===== src/hw/ash_pkg.sv =====
package ash_pkg;

   localparam int          NUM_AXES       = 3;
   localparam int          CODE_W         = 16;
   localparam int          HOLD_W         = 16;

   // Register byte offsets.
   localparam logic [7:0]  REG_CTRL       = 8'h00;
   localparam logic [7:0]  REG_HOLD_TIME  = 8'h04;
   localparam logic [7:0]  REG_COMMAND    = 8'h08;
   localparam logic [7:0]  REG_STATUS     = 8'h0C;
   localparam logic [7:0]  REG_INT_STAT   = 8'h10;
   localparam logic [7:0]  REG_INT_MASK   = 8'h14;
   localparam logic [7:0]  REG_CODE_BASE  = 8'h20;

   // Field positions.
   localparam int          CTRL_MODE_BIT  = 0;
   localparam int          CMD_CLR_LSB    = 0;
   localparam int          CMD_ERST_LSB   = 4;
   localparam int          ST_DONE_LSB    = 0;
   localparam int          ST_FAULT_LSB   = 4;
   localparam int          ST_AUX_LSB     = 8;
   localparam int          ST_BUSY_LSB    = 12;
   localparam int          INT_WARN_LSB   = 0;
   localparam int          INT_ERR_LSB    = 4;
   localparam int          CODE_WARN_LSB  = 16;

   // Reset values.
   localparam logic [HOLD_W-1:0] HOLD_RESET = 16'h0000;
   localparam logic [31:0]       DATA_ZERO  = 32'h0000_0000;

   // Warning and error codes.
   localparam logic [CODE_W-1:0] WARN_START_BUSY = 16'd100;
   localparam logic [CODE_W-1:0] WARN_AUX_PATH   = 16'd503;
   localparam logic [CODE_W-1:0] ERR_AUX_START   = 16'd536;
   localparam logic [CODE_W-1:0] CODE_NONE       = 16'h0000;

   // Hold time unit is one millisecond.
   localparam int          CLK_PERIOD_NS  = 8;
   localparam int          HOLD_UNIT_NS   = 1000000;
   localparam int          UNIT_CYCLES    = HOLD_UNIT_NS / CLK_PERIOD_NS;

   localparam logic [1:0]  RESP_OKAY      = 2'b00;
   localparam logic [1:0]  RESP_SLVERR    = 2'b10;

   typedef enum logic {
      AUX_AT_START,
      AUX_AT_DONE
   } ash_aux_mode_e;

   // Events reported by the motion engine of one axis.
   typedef struct packed {
      logic              entry_start;
      logic              entry_done;
      logic              speed_ctrl;
      logic              cancelled;
      logic              manual_start;
      logic              continuous;
      logic              idle;
      logic              error;
      logic [CODE_W-1:0] error_code;
      logic [CODE_W-1:0] aux_code_value;
   } ash_axis_evt_s;

   typedef struct packed {
      logic [7:0]  addr;
      logic [31:0] data;
      logic [3:0]  strb;
   } ash_wr_s;

endpackage : ash_pkg


===== src/hw/ash_top.sv =====
// Local design decisions: the AXI4-Lite interface to the registers and the register addresses.
`timescale 1ns/1ps
module ash_top #(
   parameter int UNIT_CYC = ash_pkg::UNIT_CYCLES
) (
   input  wire logic                                 aclk,
   input  wire logic                                 aresetn,
   input  wire logic [31:0]                          s_axi_awaddr,
   input  wire logic                                 s_axi_awvalid,
   output logic                                      s_axi_awready,
   input  wire logic [31:0]                          s_axi_wdata,
   input  wire logic [3:0]                           s_axi_wstrb,
   input  wire logic                                 s_axi_wvalid,
   output logic                                      s_axi_wready,
   output logic [1:0]                                s_axi_bresp,
   output logic                                      s_axi_bvalid,
   input  wire logic                                 s_axi_bready,
   input  wire logic [31:0]                          s_axi_araddr,
   input  wire logic                                 s_axi_arvalid,
   output logic                                      s_axi_arready,
   output logic [31:0]                               s_axi_rdata,
   output logic [1:0]                                s_axi_rresp,
   output logic                                      s_axi_rvalid,
   input  wire logic                                 s_axi_rready,
   input  wire logic [ash_pkg::NUM_AXES-1:0]         axis_motion_start_req,
   input  wire logic                                 host_ready_in,
   input  wire ash_pkg::ash_axis_evt_s               axis_evt_in [ash_pkg::NUM_AXES],
   output logic [ash_pkg::NUM_AXES-1:0]              axis_launch_out,
   output logic [ash_pkg::NUM_AXES-1:0]              axis_busy_out,
   output logic [ash_pkg::NUM_AXES-1:0]              axis_position_done_out,
   output logic [ash_pkg::NUM_AXES-1:0]              axis_fault_flag_out,
   output logic [ash_pkg::NUM_AXES-1:0]              axis_aux_code_set_out,
   output logic                                      irq_out
);
   import ash_pkg::*;

   logic                              aw_full_q;
   logic                              w_full_q;
   ash_wr_s                           wr_q;
   logic                              wr_fire;
   logic                              ar_fire;
   ash_aux_mode_e                     aux_mode_q;
   logic [HOLD_W-1:0]                 done_pulse_hold_time_q;
   logic [NUM_AXES-1:0]               aux_code_clear_request;
   logic [NUM_AXES-1:0]               error_reset_req;
   logic [NUM_AXES-1:0]               int_mask_warn_q;
   logic [NUM_AXES-1:0]               int_mask_err_q;
   logic [NUM_AXES-1:0]               int_warn_q;
   logic [NUM_AXES-1:0]               int_err_q;
   logic [NUM_AXES-1:0]               req_prev_q;
   logic [NUM_AXES-1:0]               req_rise;
   logic [NUM_AXES-1:0]               start_ok;
   logic [NUM_AXES-1:0]               any_start;
   logic [NUM_AXES-1:0]               valid_done;
   logic [NUM_AXES-1:0]               warn_evt;
   logic [NUM_AXES-1:0]               err_evt;
   logic [NUM_AXES-1:0]               aux_set_evt;
   logic [CODE_W-1:0]                 warn_code_d    [NUM_AXES];
   logic [CODE_W-1:0]                 err_code_d     [NUM_AXES];
   logic [CODE_W-1:0]                 warn_code_q    [NUM_AXES];
   logic [CODE_W-1:0]                 err_code_q     [NUM_AXES];
   logic [HOLD_W-1:0]                 hold_cnt_q     [NUM_AXES];
   logic [31:0]                       unit_cnt_q;
   logic                              unit_tick;
   logic [31:0]                       rd_d;
   logic [1:0]                        rresp_d;

   // Write channel: address and data are taken independently, answered once both are in.
   assign wr_fire = aw_full_q && w_full_q && !s_axi_bvalid;

   always_ff @(posedge aclk)
   begin
      if (!aresetn)
      begin
         aw_full_q     <= 1'b0;
         w_full_q      <= 1'b0;
         s_axi_awready <= 1'b0;
         s_axi_wready  <= 1'b0;
         s_axi_bvalid  <= 1'b0;
         s_axi_bresp   <= RESP_OKAY;
         wr_q          <= '0;
      end
      else
      begin
         s_axi_awready <= !aw_full_q && !(s_axi_awvalid && s_axi_awready);
         s_axi_wready  <= !w_full_q && !(s_axi_wvalid && s_axi_wready);
         if (s_axi_awvalid && s_axi_awready)
         begin
            aw_full_q <= 1'b1;
            wr_q.addr <= s_axi_awaddr[7:0];
         end
         if (s_axi_wvalid && s_axi_wready)
         begin
            w_full_q  <= 1'b1;
            wr_q.data <= s_axi_wdata;
            wr_q.strb <= s_axi_wstrb;
         end
         if (wr_fire)
         begin
            aw_full_q    <= 1'b0;
            w_full_q     <= 1'b0;
            s_axi_bvalid <= 1'b1;
            if (wr_q.addr == REG_CTRL || wr_q.addr == REG_HOLD_TIME || wr_q.addr == REG_COMMAND ||
                wr_q.addr == REG_INT_STAT || wr_q.addr == REG_INT_MASK)
               s_axi_bresp <= RESP_OKAY;
            else
               s_axi_bresp <= RESP_SLVERR;
         end
         else if (s_axi_bvalid && s_axi_bready)
            s_axi_bvalid <= 1'b0;
      end
   end

   // Control registers written by software.
   always_ff @(posedge aclk)
   begin
      if (!aresetn)
      begin
         aux_mode_q             <= AUX_AT_START;
         done_pulse_hold_time_q <= HOLD_RESET;
         int_mask_warn_q        <= '0;
         int_mask_err_q         <= '0;
      end
      else if (wr_fire && wr_q.strb[0])
      begin
         if (wr_q.addr == REG_CTRL)
            aux_mode_q <= ash_aux_mode_e'(wr_q.data[CTRL_MODE_BIT]);
         else if (wr_q.addr == REG_HOLD_TIME)
            done_pulse_hold_time_q <= wr_q.data[HOLD_W-1:0];
         else if (wr_q.addr == REG_INT_MASK)
         begin
            int_mask_warn_q <= wr_q.data[INT_WARN_LSB +: NUM_AXES];
            int_mask_err_q  <= wr_q.data[INT_ERR_LSB +: NUM_AXES];
         end
      end
   end

   // Command register bits act for one cycle and are never stored.
   always_comb
   begin
      aux_code_clear_request = '0;
      error_reset_req        = '0;
      if (wr_fire && wr_q.strb[0] && wr_q.addr == REG_COMMAND)
      begin
         aux_code_clear_request = wr_q.data[CMD_CLR_LSB +: NUM_AXES];
         error_reset_req        = wr_q.data[CMD_ERST_LSB +: NUM_AXES];
      end
   end

   // Read channel.
   assign ar_fire = s_axi_arvalid && s_axi_arready;

   always_comb
   begin
      rd_d    = DATA_ZERO;
      rresp_d = RESP_OKAY;
      if (s_axi_araddr[7:0] == REG_CTRL)
         rd_d[CTRL_MODE_BIT] = aux_mode_q;
      else if (s_axi_araddr[7:0] == REG_HOLD_TIME)
         rd_d[HOLD_W-1:0] = done_pulse_hold_time_q;
      else if (s_axi_araddr[7:0] == REG_COMMAND)
         rd_d = DATA_ZERO;
      else if (s_axi_araddr[7:0] == REG_STATUS)
      begin
         rd_d[ST_DONE_LSB +: NUM_AXES]  = axis_position_done_out;
         rd_d[ST_FAULT_LSB +: NUM_AXES] = axis_fault_flag_out;
         rd_d[ST_AUX_LSB +: NUM_AXES]   = axis_aux_code_set_out;
         rd_d[ST_BUSY_LSB +: NUM_AXES]  = axis_busy_out;
      end
      else if (s_axi_araddr[7:0] == REG_INT_STAT)
      begin
         rd_d[INT_WARN_LSB +: NUM_AXES] = int_warn_q;
         rd_d[INT_ERR_LSB +: NUM_AXES]  = int_err_q;
      end
      else if (s_axi_araddr[7:0] == REG_INT_MASK)
      begin
         rd_d[INT_WARN_LSB +: NUM_AXES] = int_mask_warn_q;
         rd_d[INT_ERR_LSB +: NUM_AXES]  = int_mask_err_q;
      end
      else if (s_axi_araddr[7:0] == REG_CODE_BASE)
         rd_d = {warn_code_q[0], err_code_q[0]};
      else if (s_axi_araddr[7:0] == REG_CODE_BASE + 8'h04)
         rd_d = {warn_code_q[1], err_code_q[1]};
      else if (s_axi_araddr[7:0] == REG_CODE_BASE + 8'h08)
         rd_d = {warn_code_q[2], err_code_q[2]};
      else
         rresp_d = RESP_SLVERR;
   end

   always_ff @(posedge aclk)
   begin
      if (!aresetn)
      begin
         s_axi_arready <= 1'b0;
         s_axi_rvalid  <= 1'b0;
         s_axi_rdata   <= DATA_ZERO;
         s_axi_rresp   <= RESP_OKAY;
      end
      else
      begin
         s_axi_arready <= !s_axi_rvalid && !ar_fire;
         if (ar_fire)
         begin
            s_axi_rvalid <= 1'b1;
            s_axi_rdata  <= rd_d;
            s_axi_rresp  <= rresp_d;
         end
         else if (s_axi_rvalid && s_axi_rready)
            s_axi_rvalid <= 1'b0;
      end
   end

   // One shared millisecond tick; the hold time therefore ends up to one tick early at most.
   assign unit_tick = (unit_cnt_q == 32'(UNIT_CYC - 1));

   always_ff @(posedge aclk)
   begin
      if (!aresetn || unit_tick)
         unit_cnt_q <= DATA_ZERO;
      else
         unit_cnt_q <= unit_cnt_q + 32'h0000_0001;
   end

   // Per-axis event decoding; each axis reads only its own inputs and the shared host_ready_in.
   always_comb
   begin
      for (int i = 0; i < NUM_AXES; i++)
      begin
         req_rise[i]    = axis_motion_start_req[i] && !req_prev_q[i];
         start_ok[i]    = req_rise[i] && !axis_busy_out[i] && !axis_aux_code_set_out[i] && host_ready_in;
         any_start[i]   = start_ok[i] || axis_evt_in[i].manual_start;
         // Completion is the end of command output alone; no in-position check.
         valid_done[i]  = axis_evt_in[i].entry_done && !axis_evt_in[i].speed_ctrl
                          && !axis_evt_in[i].cancelled;
         aux_set_evt[i] = (axis_evt_in[i].aux_code_value != CODE_NONE)
                          && ((aux_mode_q == AUX_AT_START && axis_evt_in[i].entry_start)
                              || (aux_mode_q == AUX_AT_DONE && valid_done[i]));
         warn_evt[i]    = 1'b0;
         warn_code_d[i] = warn_code_q[i];
         err_evt[i]     = axis_evt_in[i].error;
         err_code_d[i]  = axis_evt_in[i].error ? axis_evt_in[i].error_code : err_code_q[i];
         if (req_rise[i] && axis_busy_out[i])
         begin
            warn_evt[i]    = 1'b1;
            warn_code_d[i] = WARN_START_BUSY;
         end
         else if (axis_evt_in[i].entry_start && axis_evt_in[i].continuous && axis_aux_code_set_out[i])
         begin
            warn_evt[i]    = 1'b1;
            warn_code_d[i] = WARN_AUX_PATH;
         end
         if ((req_rise[i] && !axis_busy_out[i] || axis_evt_in[i].manual_start) && axis_aux_code_set_out[i])
         begin
            err_evt[i]     = 1'b1;
            err_code_d[i]  = ERR_AUX_START;
         end
      end
   end

   // Per-axis status flags.
   always_ff @(posedge aclk)
   begin
      if (!aresetn)
      begin
         req_prev_q             <= '0;
         axis_launch_out        <= '0;
         axis_busy_out          <= '0;
         axis_position_done_out <= '0;
         axis_fault_flag_out    <= '0;
         axis_aux_code_set_out  <= '0;
         for (int i = 0; i < NUM_AXES; i++)
         begin
            hold_cnt_q[i]  <= HOLD_RESET;
            warn_code_q[i] <= CODE_NONE;
            err_code_q[i]  <= CODE_NONE;
         end
      end
      else
      begin
         req_prev_q      <= axis_motion_start_req;
         axis_launch_out <= start_ok;
         for (int i = 0; i < NUM_AXES; i++)
         begin
            warn_code_q[i] <= warn_code_d[i];
            err_code_q[i]  <= error_reset_req[i] && !err_evt[i] ? CODE_NONE : err_code_d[i];
            // Busy rises on a start and falls on idle; a zero-travel run holds busy until its idle event.
            if (any_start[i])
               axis_busy_out[i] <= 1'b1;
            else if (axis_evt_in[i].idle)
               axis_busy_out[i] <= 1'b0;
            if (any_start[i])
            begin
               axis_position_done_out[i] <= 1'b0;
               hold_cnt_q[i]             <= HOLD_RESET;
            end
            else if (valid_done[i] && done_pulse_hold_time_q != HOLD_RESET)
            begin
               axis_position_done_out[i] <= 1'b1;
               hold_cnt_q[i]             <= done_pulse_hold_time_q;
            end
            else if (unit_tick && hold_cnt_q[i] != HOLD_RESET)
            begin
               hold_cnt_q[i] <= hold_cnt_q[i] - 16'h0001;
               if (hold_cnt_q[i] == 16'h0001)
                  axis_position_done_out[i] <= 1'b0;
            end
            if (err_evt[i])
               axis_fault_flag_out[i] <= 1'b1;
            else if (error_reset_req[i])
               axis_fault_flag_out[i] <= 1'b0;
            // Losing host-ready wins over a set in the same cycle.
            if (!host_ready_in)
               axis_aux_code_set_out[i] <= 1'b0;
            else if (aux_set_evt[i])
               axis_aux_code_set_out[i] <= 1'b1;
            else if (aux_code_clear_request[i])
               axis_aux_code_set_out[i] <= 1'b0;
         end
      end
   end

   // Sticky interrupt status, cleared by writing ones; a new event beats the clear.
   always_ff @(posedge aclk)
   begin
      if (!aresetn)
      begin
         int_warn_q <= '0;
         int_err_q  <= '0;
         irq_out    <= 1'b0;
      end
      else
      begin
         for (int i = 0; i < NUM_AXES; i++)
         begin
            if (warn_evt[i])
               int_warn_q[i] <= 1'b1;
            else if (wr_fire && wr_q.strb[0] && wr_q.addr == REG_INT_STAT && wr_q.data[INT_WARN_LSB + i])
               int_warn_q[i] <= 1'b0;
            if (err_evt[i])
               int_err_q[i] <= 1'b1;
            else if (wr_fire && wr_q.strb[0] && wr_q.addr == REG_INT_STAT && wr_q.data[INT_ERR_LSB + i])
               int_err_q[i] <= 1'b0;
         end
         irq_out <= |(int_warn_q & int_mask_warn_q) || |(int_err_q & int_mask_err_q);
      end
   end

endmodule : ash_top


===== config.mk =====
export PLATFORM = sky130hd
export DESIGN_NAME = ash_top
export DESIGN_NICKNAME = d
export VERILOG_FILES = /design/src/hw/ash_pkg.sv /design/src/hw/ash_top.sv
export SDC_FILE = /design/constraint.sdc
export NUM_CORES = 1
export LEC_CHECK = 0
export BUFFER_PORTS_ARGS = -buffer_cell sky130_fd_sc_hd__clkbuf_2
export CELL_PAD_IN_SITES_DETAIL_PLACEMENT = 1
export CELL_PAD_IN_SITES_GLOBAL_PLACEMENT = 2
export CORE_UTILIZATION = 29
export CTS_BUF_LIST = sky130_fd_sc_hd__clkbuf_16
export DETAILED_ROUTE_END_ITERATION = 16
export PLACE_DENSITY_LB_ADDON = 0.1
export SKIP_CTS_REPAIR_TIMING = 1
export SLEW_MARGIN = 40
export SYNTH_ARGS = -nofsm -noshare
export SYNTH_HDL_FRONTEND = slang
export SYNTH_SLANG_ARGS = --single-unit

===== constraint.sdc =====
create_clock -name aclk -period 2.24 [get_ports aclk]
set_input_delay 0.224 -clock aclk [delete_from_list [all_inputs] [get_ports aclk]]
set_output_delay 0.224 -clock aclk [all_outputs]
set_load 0.01 [all_outputs]

==> results of run 1 <==
-- state kept, by name, indices dropped and copies added, names as in the netlist, 3 cells and up --
name	count
err_code_q	48
hold_cnt_q	48
unit_cnt_q	32
wr_q	25
s_axi_rdata	18
done_pulse_hold_time_q	16
warn_code_q	6
axis_aux_code_set_out	3
axis_busy_out	3
axis_fault_flag_out	3
axis_launch_out	3
axis_position_done_out	3
int_err_q	3
int_mask_err_q	3
int_mask_warn_q	3
int_warn_q	3
req_prev_q	3
-- area by class of cell --
cell class	instances	area (um2)
Antenna cell	1	2.502
Multi-Input combinational cell	926	5797
Inverter	34	127.6
Sequential cell	234	5165
Clock buffer	32	800.8
Timing Repair Buffer	407	2768
Tap cell	518	648.1
Fill cell	4543	23230
Clock inverter	19	103.9
-- how the worst max path moves through the flow --
stage	start	endpoint	slack, ns	cells past startpoint
final	hold_cnt_q[0][10]	hold_cnt_q[0][12]	0.0007	6
after global routing	hold_cnt_q[0][10]	hold_cnt_q[0][12]	-0.05	6
after CTS	hold_cnt_q[0][10]	hold_cnt_q[0][2]	-0.01	5
after detailed placement	hold_cnt_q[0][10]	hold_cnt_q[0][2]	0.004	5
after global placement	hold_cnt_q[0][10]	hold_cnt_q[0][12]	0.02	6
after floorplan	hold_cnt_q[0][10]	hold_cnt_q[0][0]	0.05	5
-- kinds of logic (layout without fill, tap and decap cells) --
group,count (synthesis),after routing
muxes,79,79
and+or+nand+nor,500,500
AOI/OAI and AO/OA,259,260
buffers and inverters,109,492
adders and majority gates,10,10
DFF,234,234
xor gates and xnor gates,67,67
other,1,11
-- synthesized netlist by cell type (12+ instances only) --
master	number	area [um2]
edfxtp_1	48	1441
nor2_1	149	559.3
nor4_1	24	150.1
nor3_1	25	125.1
xnor2_1	35	306.5
mux2i_1	79	790.8
xor2_1	32	280.3
nand3_1	24	120.1
a211oi_1	16	120.1
dfxtp_1	186	3724
nand4_1	21	131.4
buf_4	16	120.1
or3_1	14	87.58
nand2_1	151	566.8
clkbuf_1	35	131.4
inv_1	34	127.6
o21ai_0	47	235.2
a21oi_1	102	510.5
and2_1	12	75.07
-- through the flow --
step / util (%) / worst slack (ns) / setup TNS [ns] / total power [W]
CTS: 37.69 / -0.01003 / -0.01135 / 0.01040
floorplan: - / 0.04891 / 0 / 0.005268
detailed placement: 35.35 / 0.004256 / 0 / 0.005800
global route: 39.87 / -0.04979 / -0.9109 / 0.01081
finish: 39.88 / 0.0007176 / 0 / 0.01034
global placement: 35.35 / 0.01816 / 0 / 0.005783
-- metal layers --
| layer | up-vias | track usage, % | part of all wire (%) |
|---|---|---|---|
| met2 | 210 | 34.12 | 48 |
| met3 | 58 | 3.024 | 3.8 |
| met4 | 0 | 7.125 | 3.0 |
| met5 | - | 0 | 0 |
| met1 | 5143 | 27.01 | 45 |
| li1 | 5207 | - | - |
-- worst max-delay path, cell delays in order, from the launching register on --
cell and delay, ns:
edfxtp_1 0.38, or4_4 0.55, or4_4 0.46, nor2_4 0.15, nand2_1 0.07, a21o_2 0.23, buf_12 0.16
-- power breakdown --
part           switching (W)  internal, W
sequential          0.000129      0.00447
combinational       0.000651     0.000576
clock                0.00187      0.00264
==> out/metrics.yaml, run 1 <==
status: "finished with violations"
violations: "negative hold slack"
clk_pin_slew_worst_paths_ns: 0.06
cp-start-kind: "flop"
drtAntennaViolNets: 0
worstSkewPairLatency_ns: 0.56
hold_start: "axis_evt_in[20]"
coreArea_mm2: 0.03865
fin_skew_ns: 0.008661
die-area_mm2: 0.04003
place_congestion: 0.8039
final_cells: 2171
reg2reg_depth: 6
cts_root_buf: "clkbuf_16"
max_slew_margin_pct: 45.96
fin_nets: 1873
port_buffers: 210
r2r_slack_ns: 0.0007
hold_ws_ns: -0.01830
drv_cap: 0
whs_endpoint: "err_code_q[0][36]"
grt_pass1_wl_um: 62030
drt-pass1-iter-count: 5
drv_slew: 0
area_delta_synth_final_pct: 35.47
synth-seq-cells: 234
post_drt_via_cell_ratio: 4.891
rsz0062_at_grt: "yes"
required_ns: 2.56
synth_warnings: 0
dp_cells: 2039
start_util_pct: 29.44
synth_cell_types: 77
grt_max_degree: 62
reg2reg_to: "hold_cnt_q[0][12]"
track_usage_pct: 20.51
clockBufferDepth: 3
crit_arrival_ns: 2.56
period_needed_ns: 2.239
critPathMaxFanout: 16
synth_area_mm2: 0.01138
async_flop_share_pct: 0
synth_xor_xnor_area_share_pct: 5.158
grt_pass1_vias: 10526
drc: 0
die_w_um: 200.1
power_density_mw_per_mm2: 671.0
fp.dieH_um: 200.1
layout_common_cells: "clkbuf_2 (210), dfxtp_1 (186), nand2_1 (151), nor2_1 (149), buf_4 (118)"
synth.avg_cell_area_um2: 9.037
fin_crit_sh_pct: 99.97
hp-class: "in -> reg"
synth_top_family_by_area: "simple AND/OR/NAND/NOR gates"
hold_viol: 2
cp-end-kind: "flop"
worstSetupPathType: "reg -> reg"
hold_path_depth: 3
power.leakage_nw: 6.283
synth_edf_count: 48
cts_max_level: 1
final_common_cell: "clkbuf_2"
timing.fmax_mhz: 446.6
vias: 10618
drt_iter0_markers: 538
cts_tree: "yes"
ir_drop_v: 0.0005145
finalSetupViolCount: 0
synthCells: 1259
drive_gt1_share_pct: 25.18
cts.sink_count: 234
numCtsBuffers: 29
synth_adder_area_share_pct: 1.100
grt_overflow: 0
synthSimpleGateAreaFrac_pct: 22.20
hpwl_um: 31100
tightest_slew_ns: 0.8058
r2r-start: "hold_cnt_q[0][10]"
synth_compound_area_share_pct: 14.65
wl_per_cell_um: 19.46
placed_cell_area_mm2: 0.01366
row_count: 72
ys_seq_area_share_pct: 45.40
antenna_found_initial: 0
ios: 288
synth_top_flop_cell: "dfxtp_1"
routed_wl_um: 42240
fin_area_mm2: 0.01541
synthMuxAreaShare_pct: 6.950
Note: power is estimated with default switching activity, not from simulation.
==> run 2, diff against run 1 <==
--- a/config.mk
+++ b/config.mk
@@ -5,10 +5,11 @@
 export SDC_FILE = /design/constraint.sdc
 export NUM_CORES = 1
 export LEC_CHECK = 0
+export ABC_AREA = 1
 export BUFFER_PORTS_ARGS = -buffer_cell sky130_fd_sc_hd__clkbuf_2
 export CELL_PAD_IN_SITES_DETAIL_PLACEMENT = 1
 export CELL_PAD_IN_SITES_GLOBAL_PLACEMENT = 2
-export CORE_UTILIZATION = 29
+export CORE_UTILIZATION = 27
 export CTS_BUF_LIST = sky130_fd_sc_hd__clkbuf_16
 export DETAILED_ROUTE_END_ITERATION = 16
 export PLACE_DENSITY_LB_ADDON = 0.1
==> constraint.sdc (replaced) <==
create_clock -name aclk -period 1.89 [get_ports aclk]
set_input_delay 0.189 -clock aclk [delete_from_list [all_inputs] [get_ports aclk]]
set_output_delay 0.189 -clock aclk [all_outputs]
set_load 0.01 [all_outputs]
==> out/metrics.yaml, run 2 <==
status: "finished with violations"
violations: "negative hold slack"
synth-seq-cells: 234
final_common_cell: "nand2_1"
layout_setup_ws_ns: 0.002371
finalSetupViolCount: 0
port_buffers: 210
drc: 0
drive_gt1_share_pct: 28.82
power_density_mw_per_mm2: 720.0
drt_iter0_markers: 445
hp-class: "in -> reg"
timing.fmax_mhz: 529.8
hold_path_depth: 4
n_antenna_cell: 0
worstSetupPathType: "reg -> reg"
layout.area.seq_mm2: 0.005172
ios: 288
dp_cells: 2517
hold_viol: 8
synth_area_mm2: 0.01180
reg2reg_depth: 11
synthSimpleGateAreaFrac_pct: 28.94
area_delta_synth_final_pct: 44.61
synth_top_area_share_pct: 31.55
drtAntennaViolNets: 0
grt_pass1_wl_um: 69190
synthMuxAreaShare_pct: 3.000
required_ns: 2.18
grt_pass1_vias: 12090
reg_top3: "err_code_q: 48 flops, hold_cnt_q: 48 flops, unit_cnt_q: 32 flops"
grt_overflow: 0
worstSkewPairLatency_ns: 0.59
drv_cap: 0
yosys.area.top_type: "dfxtp_1"
fin_util_pct: 39.62
max_slew_margin_pct: 60.68
synthCells: 1594
ir_drop_v: 0.0005708
synth_most_common_cell: "nand2_1"
synth_top_flop_cell: "dfxtp_1"
synth_area_leaders: "dfxtp_1 (32%), edfxtp_1 (12%), nand2_1 (11%), nor2_1 (7.2%), inv_1 (5.4%)"
cts_max_level: 1
wl_met3_um: 1238
die-area_mm2: 0.04455
cts.sink_count: 234
synth_compound_area_share_pct: 11.37
dr_wl_met2_um: 23320
drt-pass1-iter-count: 5
period_needed_ns: 1.888
rsz0062_at_grt: "yes"
final_cells: 2670
synth_edf_count: 48
drv_slew: 0
start_util_pct: 27.40
synth_cell_types: 44
coreArea_mm2: 0.04308
die_w_um: 211.1
crit_arrival_ns: 2.18
multi_input_area_mm2: 0.006040
post_drt_via_cell_ratio: 4.530
ys_seq_area_share_pct: 43.77
cp-end-kind: "flop"
vias: 12095
routed_wl_um: 46420
hold_ws_ns: -0.01882
clk_pin_slew_worst_paths_ns: 0.06
fin_skew_ns: 0.03235
cp-start-kind: "flop"
fin_crit_sh_pct: 99.87
place_congestion: 0.8100
tightest_slew_ns: 0.5892
wl_per_cell_um: 17.39
critPathMaxFanout: 8
wirelength_met1_um: 20710
row_count: 76
grt_max_degree: 49
highest_layer: "met5"
r2r_slack_ns: 0.002
cts_tree: "yes"
layout_common_cells: "nand2_1 (319), clkbuf_2 (210), nor2_1 (195), dfxtp_1 (180), buf_4 (178)"
dpl_worst_slack_ns: -0.07857
power.leakage_nw: 7.604
hpwl_um: 36500
synth.avg_cell_area_um2: 7.404
async_flop_share_pct: 0
clockBufferDepth: 3
ys_top_cells_by_count: "nand2_1 (335), nor2_1 (227), dfxtp_1 (186)"
antenna_found_initial: 1
fp.dieH_um: 211.1
fin_nets: 2303
track_usage_pct: 20.30
cts_root_buf: "clkbuf_16"
power_w: 0.01229
synth_warnings: 0
synth_adder_area_share_pct: 1.060
numCtsBuffers: 29
synth_top_family_by_area: "simple AND/OR/NAND/NOR gates"
synth_xor_xnor_area_share_pct: 3.117
nFillCells: 5314
run 2: cell count changes after synthesis, moves of 12 or more:
| cell | previous run | this run |
|---|---|---|
| a21oi_1 | 102 | 88 |
| and2_1 | 12 | 0 |
| clkbuf_1 | 35 | 19 |
| inv_1 | 34 | 171 |
| inv_2 | 0 | 16 |
| mux2i_1 | 79 | 32 |
| nand2_1 | 151 | 335 |
| nand3_1 | 24 | 84 |
| nor2_1 | 149 | 227 |
| nor3_1 | 25 | 44 |
| o21ai_0 | 47 | 89 |
| or3_1 | 14 | 0 |
| xnor2_1 | 35 | 11 |
run 2: final cells by class:
class	count	share of cell area [%]
Clock buffer	29	4.252
Clock inverter	25	0.8871
Inverter	187	4.223
Multi-Input combinational cell	1123	35.39
Sequential cell	234	30.31
Tap cell	585	4.289
Timing Repair Buffer	487	20.65
run 2: stage by stage:
stage / TNS [ns] / cell area (um2)
global placement: -1.687 / 14790
detailed placement: -4.092 / 14790
floorplan: 0 / 11840
CTS: -5.359 / 15670
global route: -1.936 / 17070
finish: 0 / 17070
run 2: worst paths after layout:
kind / to / from
worst max-delay path: hold_cnt_q[2][3] / unit_cnt_q[1]
worst min-delay path: err_code_q[0][20] / axis_evt_in[60]
worst max register to register: hold_cnt_q[2][3] / unit_cnt_q[1]
worst min register to register: s_axi_rdata[6] / s_axi_rdata[6]
run 2: logic make-up (layout without fill, tap and decap cells):
kind of cell / Yosys count / count (layout)
mux: 35 / 35
buf+inv: 246 / 728
simple gates: 784 / 784
other cells: 1 / 10
flops: 234 / 234
xor+xnor: 42 / 42
compound gates: 242 / 242
fa+ha+maj: 10 / 10
run 2: report_power, final:
group / internal [W] / switching (W)
combinational: 0.000731 / 0.000858
sequential: 0.00530 / 0.000128
clock: 0.00292 / 0.00234
run 2: routing by layer:
metal  up-vias  GRT usage (%)
li1       6150              -
met1      5733          25.85
met2       150          36.04
met3        60          2.513
met4         2          5.072
met5         -              0
run 2: critical path: stages, from the launching register on:
cell and delay (ns):
dfxtp_2 0.35, ha_4 0.15, inv_4 0.04, nor3_4 0.11, nand2_2 0.08, nor2_4 0.20, nand3_4 0.12, buf_6 0.14
nand2_4 0.06, nand2_4 0.07, nand2_4 0.10, clkbuf_16 0.16
